--- src/common/cpu_regs_consts.svh ---
// constants of the cpu register set: offsets, fields, reset values, vectors, timing
// What this block does
// - sixteen-bit index pair from two bytes
// - reset loads stack pointer with 00ff
// - stack reset instruction sets low byte ff
// - push decrements, pull increments stack pointer
// - program counter steps unless jump, branch, interrupt
// - reset fetches program counter from fffe/ffff
// - flag bits six and five always one
// - overflow flag tracks two's complement overflow
// - half carry from bit three on adds
// - mask bit three blocks maskable interrupts
// - stack registers, then set mask, then vector
// - index high byte never stacked on entry
// - highest priority pending request served first
// - return instruction restores registers and mask
// - reset sets mask; clear, wait and stop instructions clear it; flag loads and port writes load it
// - negative flag copies result bit seven
// - zero flag set on zero result
// - carry from add, borrow, shifts, bit tests
// - wait clears mask, stops clock, wakes
// - stop clears mask; clock waits for stabilization
// - break loads opcode and break vector
// - break starts only at instruction end
`ifndef CPU_REGS_CONSTS_SVH
`define CPU_REGS_CONSTS_SVH

// ==========================================================
// flag register layout
`define CCR_V 7
`define CCR_H 4
`define CCR_I 3
`define CCR_N 2
`define CCR_Z 1
`define CCR_C 0
`define CCR_ONES 8'h60
`define CCR_RST 8'h68

// ==========================================================
// reset values and vectors
`define SP_RST 16'h00ff
`define SP_LO_RSP 8'hff
`define VEC_RESET 16'hfffe
`define VEC_BREAK 16'hfffc
`define VEC_BREAK_MON 16'hfefc
`define VEC_IRQ_TOP 16'hfffa
`define PUSH_LAST 3'h4
`define SWI_OPCODE_DEF 8'h00

// ==========================================================
// timing: oscillator stabilization in clock cycles
`define STAB_CYCLES 4096

// ==========================================================
// register port offsets
`define OFF_ACC 4'h0
`define OFF_IDX_HI 4'h1
`define OFF_IDX_LO 4'h2
`define OFF_SP_HI 4'h3
`define OFF_SP_LO 4'h4
`define OFF_PC_HI 4'h5
`define OFF_PC_LO 4'h6
`define OFF_CCR 4'h7
`define OFF_STATE 4'h8
`define OFF_IR 4'h9

`endif

--- src/common/cpu_regs_pkg.sv ---
// types of the cpu register set
package cpu_regs_pkg;

	// ==========================================================
	// sequencer operations
	typedef enum logic [4:0] {
		OP_NONE = 5'h00,
		OP_ADD = 5'h01,
		OP_ADC = 5'h02,
		OP_SUB = 5'h03,
		OP_SBC = 5'h04,
		OP_AND = 5'h05,
		OP_ORA = 5'h06,
		OP_EOR = 5'h07,
		OP_LDA = 5'h08,
		OP_ASL = 5'h09,
		OP_LSR = 5'h0a,
		OP_ROL = 5'h0b,
		OP_ROR = 5'h0c,
		OP_FETCH = 5'h0d,
		OP_JUMP = 5'h0e,
		OP_LDHX = 5'h0f,
		OP_LDSP = 5'h10,
		OP_PUSH = 5'h11,
		OP_PULL = 5'h12,
		OP_RSP = 5'h13,
		OP_CLI = 5'h14,
		OP_SEI = 5'h15,
		OP_TAP = 5'h16,
		OP_BITC = 5'h17,
		OP_SWI = 5'h18,
		OP_RTI = 5'h19,
		OP_WAIT = 5'h1a,
		OP_STOP = 5'h1b
	} op_t;

	typedef enum logic [7:0] {
		ST_RUN = 8'h01,
		ST_PUSH = 8'h02,
		ST_VEC = 8'h04,
		ST_PULL = 8'h08,
		ST_WAIT = 8'h10,
		ST_STOP = 8'h20,
		ST_STAB = 8'h40
	} fsm_t;

	typedef struct packed {
		op_t op;
		logic [7:0] operand;
		logic [15:0] target;
	} seq_cmd_t;

	typedef struct packed {
		logic [15:0] addr;
		logic [7:0] wdata;
		logic wr;
		logic rd;
	} mem_req_t;

	typedef struct packed {
		logic [7:0] acc;
		logic [15:0] idx;
		logic [15:0] sp;
		logic [15:0] pc;
		logic [7:0] condition_flags;
	} cpu_view_t;

	typedef struct packed {
		logic [7:0] res;
		logic [7:0] f;
	} alu_t;

	typedef struct packed {
		fsm_t fsm;
		logic [7:0] acc;
		logic [15:0] idx;
		logic [15:0] sp;
		logic [15:0] pc;
		logic [7:0] condition_flags;
		logic [7:0] ir;
		logic [15:0] vec;
		logic [2:0] cnt;
		logic [1:0] ph;
		logic [15:0] stab;
		logic brk;
		mem_req_t mem;
		logic [7:0] rdata;
	} st_t;

endpackage

--- src/core/cpu_register_set_and_flags.sv ---
// programmer-visible cpu registers, flags, interrupt entry/return, low power and break
//
// Design decisions made here: the address-and-strobe port and the placing of the registers.
`include "cpu_regs_consts.svh"

module cpu_register_set_and_flags import cpu_regs_pkg::*; #(
	parameter int IRQ_N = 4,
	parameter int STAB_CYCLES = `STAB_CYCLES,
	parameter logic [7:0] SWI_OPCODE = `SWI_OPCODE_DEF
) (
	input wire logic clock,
	input wire logic arst_n,
	input wire logic [3:0] reg_addr,
	input wire logic [7:0] reg_wdata,
	input wire logic reg_wr,
	input wire logic reg_rd,
	output logic [7:0] reg_rdata,
	input wire seq_cmd_t seq_cmd,
	input wire logic instr_done,
	output logic seq_ready,
	input wire logic [IRQ_N-1:0] irq_req,
	input wire logic break_req,
	input wire logic monitor_mode,
	input wire logic [7:0] mem_rdata,
	output mem_req_t mem,
	output cpu_view_t view,
	output logic [7:0] instr_reg,
	output logic cpu_clk_run
);

	// ==========================================================
	// parameter checks
	if (IRQ_N < 1 || IRQ_N > 8) begin : g_bad_irq
		$error("IRQ_N must be 1 to 8");
	end
	if (STAB_CYCLES < 1 || STAB_CYCLES > 65535) begin : g_bad_stab
		$error("STAB_CYCLES must be 1 to 65535");
	end

	localparam st_t ST_RESET = '{
		fsm: ST_VEC,
		sp: `SP_RST,
		condition_flags: `CCR_RST,
		vec: `VEC_RESET,
		default: '0
	};

	// ==========================================================
	// helpers
	function automatic logic [7:0] fix_ccr(input logic [7:0] f);
		fix_ccr = f | `CCR_ONES;
	endfunction

	// lowest index wins: it is the highest priority source
	function automatic logic [15:0] irq_vec(input logic [IRQ_N-1:0] req);
		logic [15:0] v;
		v = `VEC_IRQ_TOP;
		for (int i = IRQ_N - 1; i >= 0; i--) begin
			if (req[i]) begin
				v = `VEC_IRQ_TOP - 16'({i[14:0], 1'b0});
			end
		end
		irq_vec = v;
	endfunction

	// stacking order: pc low, pc high, index low, accumulator, flags
	function automatic logic [7:0] push_byte(input st_t s);
		unique case (s.cnt)
			3'h0: push_byte = s.pc[7:0];
			3'h1: push_byte = s.pc[15:8];
			3'h2: push_byte = s.idx[7:0];
			3'h3: push_byte = s.acc;
			default: push_byte = s.condition_flags;
		endcase
	endfunction

	function automatic alu_t alu(input op_t op, input logic [7:0] a, input logic [7:0] m,
			input logic [7:0] f);
		alu_t r;
		logic [8:0] s9;
		logic [4:0] s5;
		logic cin;
		logic nz;
		r.res = a;
		r.f = f;
		s9 = '0;
		s5 = '0;
		cin = (op == OP_ADC || op == OP_SBC) ? f[`CCR_C] : 1'b0;
		nz = 1'b1;
		case (op)
			OP_ADD, OP_ADC: begin
				s9 = {1'b0, a} + {1'b0, m} + {8'h00, cin};
				s5 = {1'b0, a[3:0]} + {1'b0, m[3:0]} + {4'h0, cin};
				r.res = s9[7:0];
				r.f[`CCR_C] = s9[8];
				r.f[`CCR_H] = s5[4];
				r.f[`CCR_V] = (a[7] == m[7]) && (s9[7] != a[7]);
			end
			OP_SUB, OP_SBC: begin
				s9 = {1'b0, a} - {1'b0, m} - {8'h00, cin};
				r.res = s9[7:0];
				r.f[`CCR_C] = s9[8];
				r.f[`CCR_V] = (a[7] != m[7]) && (s9[7] != a[7]);
			end
			OP_AND: begin
				r.res = a & m;
				r.f[`CCR_V] = 1'b0;
			end
			OP_ORA: begin
				r.res = a | m;
				r.f[`CCR_V] = 1'b0;
			end
			OP_EOR: begin
				r.res = a ^ m;
				r.f[`CCR_V] = 1'b0;
			end
			OP_LDA: begin
				r.res = m;
				r.f[`CCR_V] = 1'b0;
			end
			OP_ASL, OP_ROL: begin
				r.res = {a[6:0], (op == OP_ROL) ? f[`CCR_C] : 1'b0};
				r.f[`CCR_C] = a[7];
				r.f[`CCR_V] = a[7] ^ a[6];
			end
			OP_LSR, OP_ROR: begin
				r.res = {(op == OP_ROR) ? f[`CCR_C] : 1'b0, a[7:1]};
				r.f[`CCR_C] = a[0];
				r.f[`CCR_V] = r.res[7] ^ a[0];
			end
			default: begin
				nz = 1'b0;
			end
		endcase
		if (nz) begin
			r.f[`CCR_N] = r.res[7];
			r.f[`CCR_Z] = (r.res == 8'h00);
		end
		alu = r;
	endfunction

	// ==========================================================
	// state
	st_t s_r;
	st_t s_nxt;
	alu_t alu_out;
	logic go_int;
	logic go_brk;
	logic [15:0] go_vec;

	always_comb begin
		s_nxt = s_r;
		alu_out = alu(seq_cmd.op, s_r.acc, seq_cmd.operand, s_r.condition_flags);
		go_int = 1'b0;
		go_brk = 1'b0;
		go_vec = irq_vec(irq_req);
		s_nxt.mem = '0;
		s_nxt.rdata = 8'h00;
		// a break request is held until the instruction boundary; serving it clears it
		s_nxt.brk = s_r.brk | break_req;
		unique case (s_r.fsm)
			ST_RUN: begin
				s_nxt.acc = alu_out.res;
				s_nxt.condition_flags = fix_ccr(alu_out.f);
				case (seq_cmd.op)
					OP_FETCH: begin
						s_nxt.pc = s_r.pc + 16'h0001;
					end
					OP_JUMP: begin
						s_nxt.pc = seq_cmd.target;
					end
					OP_LDHX: begin
						s_nxt.idx = seq_cmd.target;
					end
					OP_LDSP: begin
						s_nxt.sp = seq_cmd.target;
					end
					OP_PUSH: begin
						s_nxt.mem.wr = 1'b1;
						s_nxt.mem.addr = s_r.sp;
						s_nxt.mem.wdata = seq_cmd.operand;
						s_nxt.sp = s_r.sp - 16'h0001;
					end
					OP_PULL: begin
						s_nxt.sp = s_r.sp + 16'h0001;
					end
					OP_RSP: begin
						s_nxt.sp[7:0] = `SP_LO_RSP;
					end
					OP_CLI: begin
						s_nxt.condition_flags[`CCR_I] = 1'b0;
					end
					OP_SEI: begin
						s_nxt.condition_flags[`CCR_I] = 1'b1;
					end
					OP_TAP: begin
						s_nxt.condition_flags = fix_ccr(seq_cmd.operand);
					end
					OP_BITC: begin
						s_nxt.condition_flags[`CCR_C] = seq_cmd.operand[0];
					end
					OP_SWI: begin
						go_int = 1'b1;
						go_vec = `VEC_BREAK;
					end
					OP_RTI: begin
						s_nxt.fsm = ST_PULL;
						s_nxt.cnt = 3'h0;
						s_nxt.ph = 2'h0;
					end
					OP_WAIT: begin
						s_nxt.condition_flags[`CCR_I] = 1'b0;
						s_nxt.fsm = ST_WAIT;
					end
					OP_STOP: begin
						s_nxt.condition_flags[`CCR_I] = 1'b0;
						s_nxt.fsm = ST_STOP;
					end
					default: ;
				endcase
				if (instr_done && (break_req || s_r.brk)) begin
					go_int = 1'b1;
					go_brk = 1'b1;
					s_nxt.ir = SWI_OPCODE;
					go_vec = monitor_mode ? `VEC_BREAK_MON : `VEC_BREAK;
				end else if (instr_done && (|irq_req) && !s_r.condition_flags[`CCR_I]) begin
					go_int = 1'b1;
				end
			end
			ST_PUSH: begin
				s_nxt.mem.wr = 1'b1;
				s_nxt.mem.addr = s_r.sp;
				s_nxt.mem.wdata = push_byte(s_r);
				s_nxt.sp = s_r.sp - 16'h0001;
				s_nxt.cnt = s_r.cnt + 3'h1;
				if (s_r.cnt == `PUSH_LAST) begin
					// mask goes up only after the flags were stacked
					s_nxt.condition_flags[`CCR_I] = 1'b1;
					s_nxt.fsm = ST_VEC;
					s_nxt.cnt = 3'h0;
				end
			end
			ST_VEC: begin
				s_nxt.cnt = s_r.cnt + 3'h1;
				unique case (s_r.cnt)
					3'h0: begin
						s_nxt.mem.rd = 1'b1;
						s_nxt.mem.addr = s_r.vec;
					end
					3'h2: begin
						s_nxt.pc[15:8] = mem_rdata;
						s_nxt.mem.rd = 1'b1;
						s_nxt.mem.addr = s_r.vec + 16'h0001;
					end
					3'h4: begin
						s_nxt.pc[7:0] = mem_rdata;
						s_nxt.fsm = ST_RUN;
						s_nxt.cnt = 3'h0;
					end
					default: ;
				endcase
			end
			ST_PULL: begin
				s_nxt.ph = s_r.ph + 2'h1;
				if (s_r.ph == 2'h0) begin
					s_nxt.mem.rd = 1'b1;
					s_nxt.mem.addr = s_r.sp + 16'h0001;
					s_nxt.sp = s_r.sp + 16'h0001;
				end else if (s_r.ph == 2'h2) begin
					s_nxt.ph = 2'h0;
					s_nxt.cnt = s_r.cnt + 3'h1;
					unique case (s_r.cnt)
						3'h0: begin
							s_nxt.condition_flags = fix_ccr(mem_rdata);
						end
						3'h1: begin
							s_nxt.acc = mem_rdata;
						end
						3'h2: begin
							s_nxt.idx[7:0] = mem_rdata;
						end
						3'h3: begin
							s_nxt.pc[15:8] = mem_rdata;
						end
						default: begin
							s_nxt.pc[7:0] = mem_rdata;
							s_nxt.fsm = ST_RUN;
							s_nxt.cnt = 3'h0;
						end
					endcase
				end
			end
			ST_WAIT: begin
				// any request wakes the core; the entry sets the mask after stacking
				if (|irq_req) begin
					go_int = 1'b1;
				end
			end
			ST_STOP: begin
				if (|irq_req) begin
					s_nxt.fsm = ST_STAB;
					s_nxt.stab = 16'h0000;
				end
			end
			ST_STAB: begin
				s_nxt.stab = s_r.stab + 16'h0001;
				// a request that went away meanwhile still enters, through the top vector fffa
				if (s_r.stab == 16'(STAB_CYCLES - 1)) begin
					go_int = 1'b1;
				end
			end
		endcase
		if (go_int) begin
			s_nxt.fsm = ST_PUSH;
			s_nxt.cnt = 3'h0;
			s_nxt.vec = go_vec;
			// only the break being served is consumed; one latched beside
			// another entry must survive it
			if (go_brk) begin
				s_nxt.brk = 1'b0;
			end
		end
		// debug port writes take precedence over the sequencer
		if (reg_wr) begin
			unique case (reg_addr)
				`OFF_ACC: s_nxt.acc = reg_wdata;
				`OFF_IDX_HI: s_nxt.idx[15:8] = reg_wdata;
				`OFF_IDX_LO: s_nxt.idx[7:0] = reg_wdata;
				`OFF_SP_HI: s_nxt.sp[15:8] = reg_wdata;
				`OFF_SP_LO: s_nxt.sp[7:0] = reg_wdata;
				`OFF_PC_HI: s_nxt.pc[15:8] = reg_wdata;
				`OFF_PC_LO: s_nxt.pc[7:0] = reg_wdata;
				`OFF_CCR: s_nxt.condition_flags = fix_ccr(reg_wdata);
				default: ;
			endcase
		end
		if (reg_rd) begin
			unique case (reg_addr)
				`OFF_ACC: s_nxt.rdata = s_r.acc;
				`OFF_IDX_HI: s_nxt.rdata = s_r.idx[15:8];
				`OFF_IDX_LO: s_nxt.rdata = s_r.idx[7:0];
				`OFF_SP_HI: s_nxt.rdata = s_r.sp[15:8];
				`OFF_SP_LO: s_nxt.rdata = s_r.sp[7:0];
				`OFF_PC_HI: s_nxt.rdata = s_r.pc[15:8];
				`OFF_PC_LO: s_nxt.rdata = s_r.pc[7:0];
				`OFF_CCR: s_nxt.rdata = s_r.condition_flags;
				`OFF_STATE: s_nxt.rdata = s_r.fsm;
				`OFF_IR: s_nxt.rdata = s_r.ir;
				default: s_nxt.rdata = 8'h00;
			endcase
		end
	end

	always_ff @(posedge clock or negedge arst_n) begin
		if (!arst_n) begin
			s_r <= ST_RESET;
		end else begin
			s_r <= s_nxt;
		end
	end

	// ==========================================================
	// outputs
	assign reg_rdata = s_r.rdata;
	assign mem = s_r.mem;
	assign instr_reg = s_r.ir;
	assign view = '{
		acc: s_r.acc,
		idx: s_r.idx,
		sp: s_r.sp,
		pc: s_r.pc,
		condition_flags: s_r.condition_flags
	};
	assign seq_ready = (s_r.fsm == ST_RUN);
	// the clock generator gates the core clock from this level
	assign cpu_clk_run = !(s_r.fsm inside {ST_WAIT, ST_STOP, ST_STAB});

endmodule

--- config.mk ---
export PLATFORM = sky130hd
export DESIGN_NAME = cpu_register_set_and_flags
export DESIGN_NICKNAME = d
export VERILOG_FILES = /design/src/common/cpu_regs_pkg.sv /design/src/core/cpu_register_set_and_flags.sv
export VERILOG_INCLUDE_DIRS = /design/src /design/src/common
export SDC_FILE = /design/constraint.sdc
export NUM_CORES = 1
export LEC_CHECK = 0
export BUFFER_PORTS_ARGS = -buffer_cell sky130_fd_sc_hd__buf_4
export CAP_MARGIN = 15
export CORE_MARGIN = 2
export CORE_UTILIZATION = 25
export CTS_CLUSTER_SIZE = 28
export DETAILED_ROUTE_END_ITERATION = 10
export HOLD_SLACK_MARGIN = 0.12
export PLACE_DENSITY = 0.4
export SLEW_MARGIN = 10
export SYNTH_ARGS = -nofsm -noshare
export SYNTH_HDL_FRONTEND = slang
export SYNTH_SLANG_ARGS = --single-unit
--- constraint.sdc ---
create_clock -name clock -period 6.7 [get_ports clock]
set_clock_uncertainty 0.15 [all_clocks]
set_input_delay 0.67 -clock clock [delete_from_list [all_inputs] [get_ports clock]]
set_output_delay 0.67 -clock clock [all_outputs]
set_load 0.01 [all_outputs]
==> summary.md <==
| Metric | Value |
|---|---|
| Status | `complete, no violations` |
| Fin crit share | `between 50% and 60%` |
| Flop pwr share | `around 32%` |
| GP Congestion | `roughly 0.93` |
| Synth async-reset ratio | `100%` |
| Synth Area per Inst | `approximately 7.8 um^2` |
| Final wirelength | `53.4 mm` |
| Routed via count | `11500` |
| Post-Syn Area | `0.0114 mm^2` |
| Root Driver | `clkbuf_16` |
| Setup ws final | `2.91 ns` |
| Longest Clk Path Bufs | `2` |
| Cell taking the most area after synthesis | `dfrtp_1` |
| Combinational share of power | `50.3%` |
| PD cells | `419 mW/mm^2` |
| Period minus WS final | `3.79 ns` |
| Final setup violation count | `0` |
| Type of the worst setup path | `register to register` |
| Post-Syn Instances | `between 1000 and 1500` |
| Synth cell count leaders | `nand2_1, nor2_1, dfrtp_1, o21ai_0, buf_4` |
| Slew @ Worst Pin | `1.05 ns` |
| Post-CTS Resized | `0` |
| Required @ worst endpoint | `6.91 ns` |
| Max_cap viols | `0` |
| Die area | `0.0474 mm^2` |
| 1st-iter DRT viols | `1160` |
| Initial DRT Pass Iterations | `5` |
| Post-DR wirelength/cell | `25.7 um` |
| Layout cell share with drive strength beyond 1 | `17.6%` |
| CTS Hold Bufs | `0` |
| Synth cell types | `91` |
| Drt drc | `0` |
| FF+latch count, synth | `131` |
| Post-place setup slack | `~2.6 ns` |
| Hpwl dp | `39.9 mm` |
| Post-synth EDFFs | `0` |
| Post-DP Area | `~0.012 mm^2` |
| Largest net degree at the start of global routing | `92` |
| Fin. Hold Viols | `0` |
| I/O pin cnt | `roughly 170` |
| Synth area leaders | `dfrtp_1, buf_4, nand2_1, nor2_1, o21ai_0` |
| Total setup buffers inserted after CTS | `0` |
| Grt ovf | `0` |
| Critical path launch point type | `register` |
| Global Route Usage Sum | `22.3%` |
| Vias per cell | `5.53` |
| Peak VDD IR | `174 uV` |
| Number of H-tree levels | `4` |
| Detail Route Antenna Nets | `0` |
| Synth warnings | `0` |
| Vias in the first global route | `11200` |
| Fmax | `between 0.2 and 0.3 GHz` |
| Worst-skew pair later-pin latency | `0.44 ns` |
| Synth top area share | `25.2%` |
| Clk pwr share | `17.5%` |
| Clock sinks | `around 130` |
| Seq/Total Area, Yosys | `a little under 30%` |
| Storage cell area | `0.00330 mm^2` |
| Multi-input gate area | `0.00675 mm^2` |
| Die X | `218 um` |
| Initial core utilization | `25.2%` |
| Most frequent cell after synthesis | `nand2_1` |
| Final Net Count | `1571` |
| Int Power | `between 2 and 3 mW` |
| First-pass GRT wire length | `78.4 mm` |
| Unrepaired setup endpoints after global routing | `false` |
| Area delta synth->final | `12.6%` |
| HP Class | `input port to async pin` |
| Core box area | `approximately 0.045 mm^2` |
| Total CTS buffers | `17` |
| Diode count | `0` |
| Filler cells | `5002` |
| P_sw | `between 2 and 3 mW` |
| Dominant synthesized flop cell | `dfrtp_1` |
| Setup TNS Final | `0 ns` |
| Critical path data arrival time | `around 4.0 ns` |
| Sw Share | `48.7%` |
| Slew Viols, Final | `0` |
| Design Area, Final | `around 0.013 mm^2` |
| Slew margin rel. | `28.9%` |
| Clock Pin Slew Worst Setup and Hold Paths | `0.07 ns` |
| Die height | `218 um` |
| Initial antenna violation count | `0` |
| Critical path peak fanout | `26` |
| Critical Path Sink Type | `register` |
| Pleak | `between 5 and 6 nW` |
| Row count | `78` |
| IO Port Bufs | `159` |
| CTS tree | `yes` |
sequential cells by signal, summed over array words and instances (netlist names):
signal     cells
view          64
mem           26
reg_rdata      8
s_r           33
metrics by stage:
stage / hold WS (ns) / power, mW / instances / utilization [%]
global placement: 0.325 / 4.43 / 2047 / 27.1
detailed placement: 0.328 / 4.43 / 2048 / 27.2
finish: 0.154 / 5.39 / 2080 / 28.4
global route: 0.234 / 5.74 / 2080 / 28.4
CTS: 0.221 / 5.40 / 2080 / 28.4
floorplan: 0.224 / 3.48 / 1475 / -
layout make-up:
type | instances | area share (%)
Clock buffer | 19 | 3.36
Clock inverter | 13 | 1.07
Inverter | 49 | 1.44
Multi-Input combinational cell | 1093 | 52.4
Sequential cell | 131 | 25.6
Tap cell | 600 | 5.83
Timing Repair Buffer | 175 | 10.2
kinds of logic after synthesis:
family | count (synthesis) | share of synthesized area, %
xor+xnor | 30 | 2.30
simple gates | 516 | 21.8
flops | 131 | 28.9
mux | 28 | 2.55
buf+inv | 251 | 12.3
compound gates | 467 | 27.1
other cells | 1 | 0.0328
fa+ha+maj | 44 | 5.08
layout by cell type (no fill, tap or decap), drive strengths merged, types with 8 or more instances in the layout:
cell    count
mux2        9
a31oi      36
a211oi     14
nor4       10
ha         40
dfstp      16
a222oi     17
o22ai      12
a221o      11
mux2i      19
o21a       11
a22oi      47
nor3       37
inv        48
conb        8
clkbuf     19
buf       175
a221oi     13
o221ai     10
nor2b      11
dfrtp     115
o21ai     126
xnor2      21
a21oi      97
nor2      157
nand3      63
nand2b     15
xor2        9
o211ai     10
nand2     159
and3       18
power groups by stage:
stage | registers (mW) | logic (mW) | clock network (mW)
3_5_place_dp | 1.74 | 2.69 | 0
6_report | 1.73 | 2.71 | 0.945
2_1_floorplan | 1.32 | 2.16 | 0
3_3_place_gp | 1.74 | 2.70 | 0
5_1_grt | 1.77 | 2.97 | 0.997
4_1_cts | 1.73 | 2.71 | 0.964
per-layer routing:
layer | global-route usage [%] | wire length [um] | share of wire [%]
met5 | 0 | 0 | 0
met2 | 36.4 | 25000 | 47
met4 | 6.64 | 1280 | 2.4
met3 | 2.83 | 3110 | 5.8
met1 | 30.7 | 24000 | 45
worst max-delay path, cell delays in order, from the launching register on:
cell and delay, ns:
dfrtp_1 0.46, nor3_2 0.63, nand2_2 0.57, clkinv_2 0.55, nand3_2 0.40, o21ai_4 0.43, a22oi_1 0.15, o22ai_1 0.15
a21oi_1 0.06, a21oi_1 0.15
worst paths after layout:
| path | start | end | slack (ns) | cells past startpoint |
|---|---|---|---|---|
| worst max-delay path | s_r[149] | view[31] | 2.91 | 9 |
| worst min-delay path | arst_n | reg_rdata[6] | 0.15 | 1 |
| worst max register to register | s_r[149] | view[31] | 2.91 | 9 |
| worst min register to register | s_r[45] | s_r[45] | 0.33 | 1 |
| max in group asynchronous | arst_n | mem[13] | 5.12 | 2 |
| min in group clock | break_req | s_r[34] | 0.31 | 2 |
(Power assumes the default switching activity.)
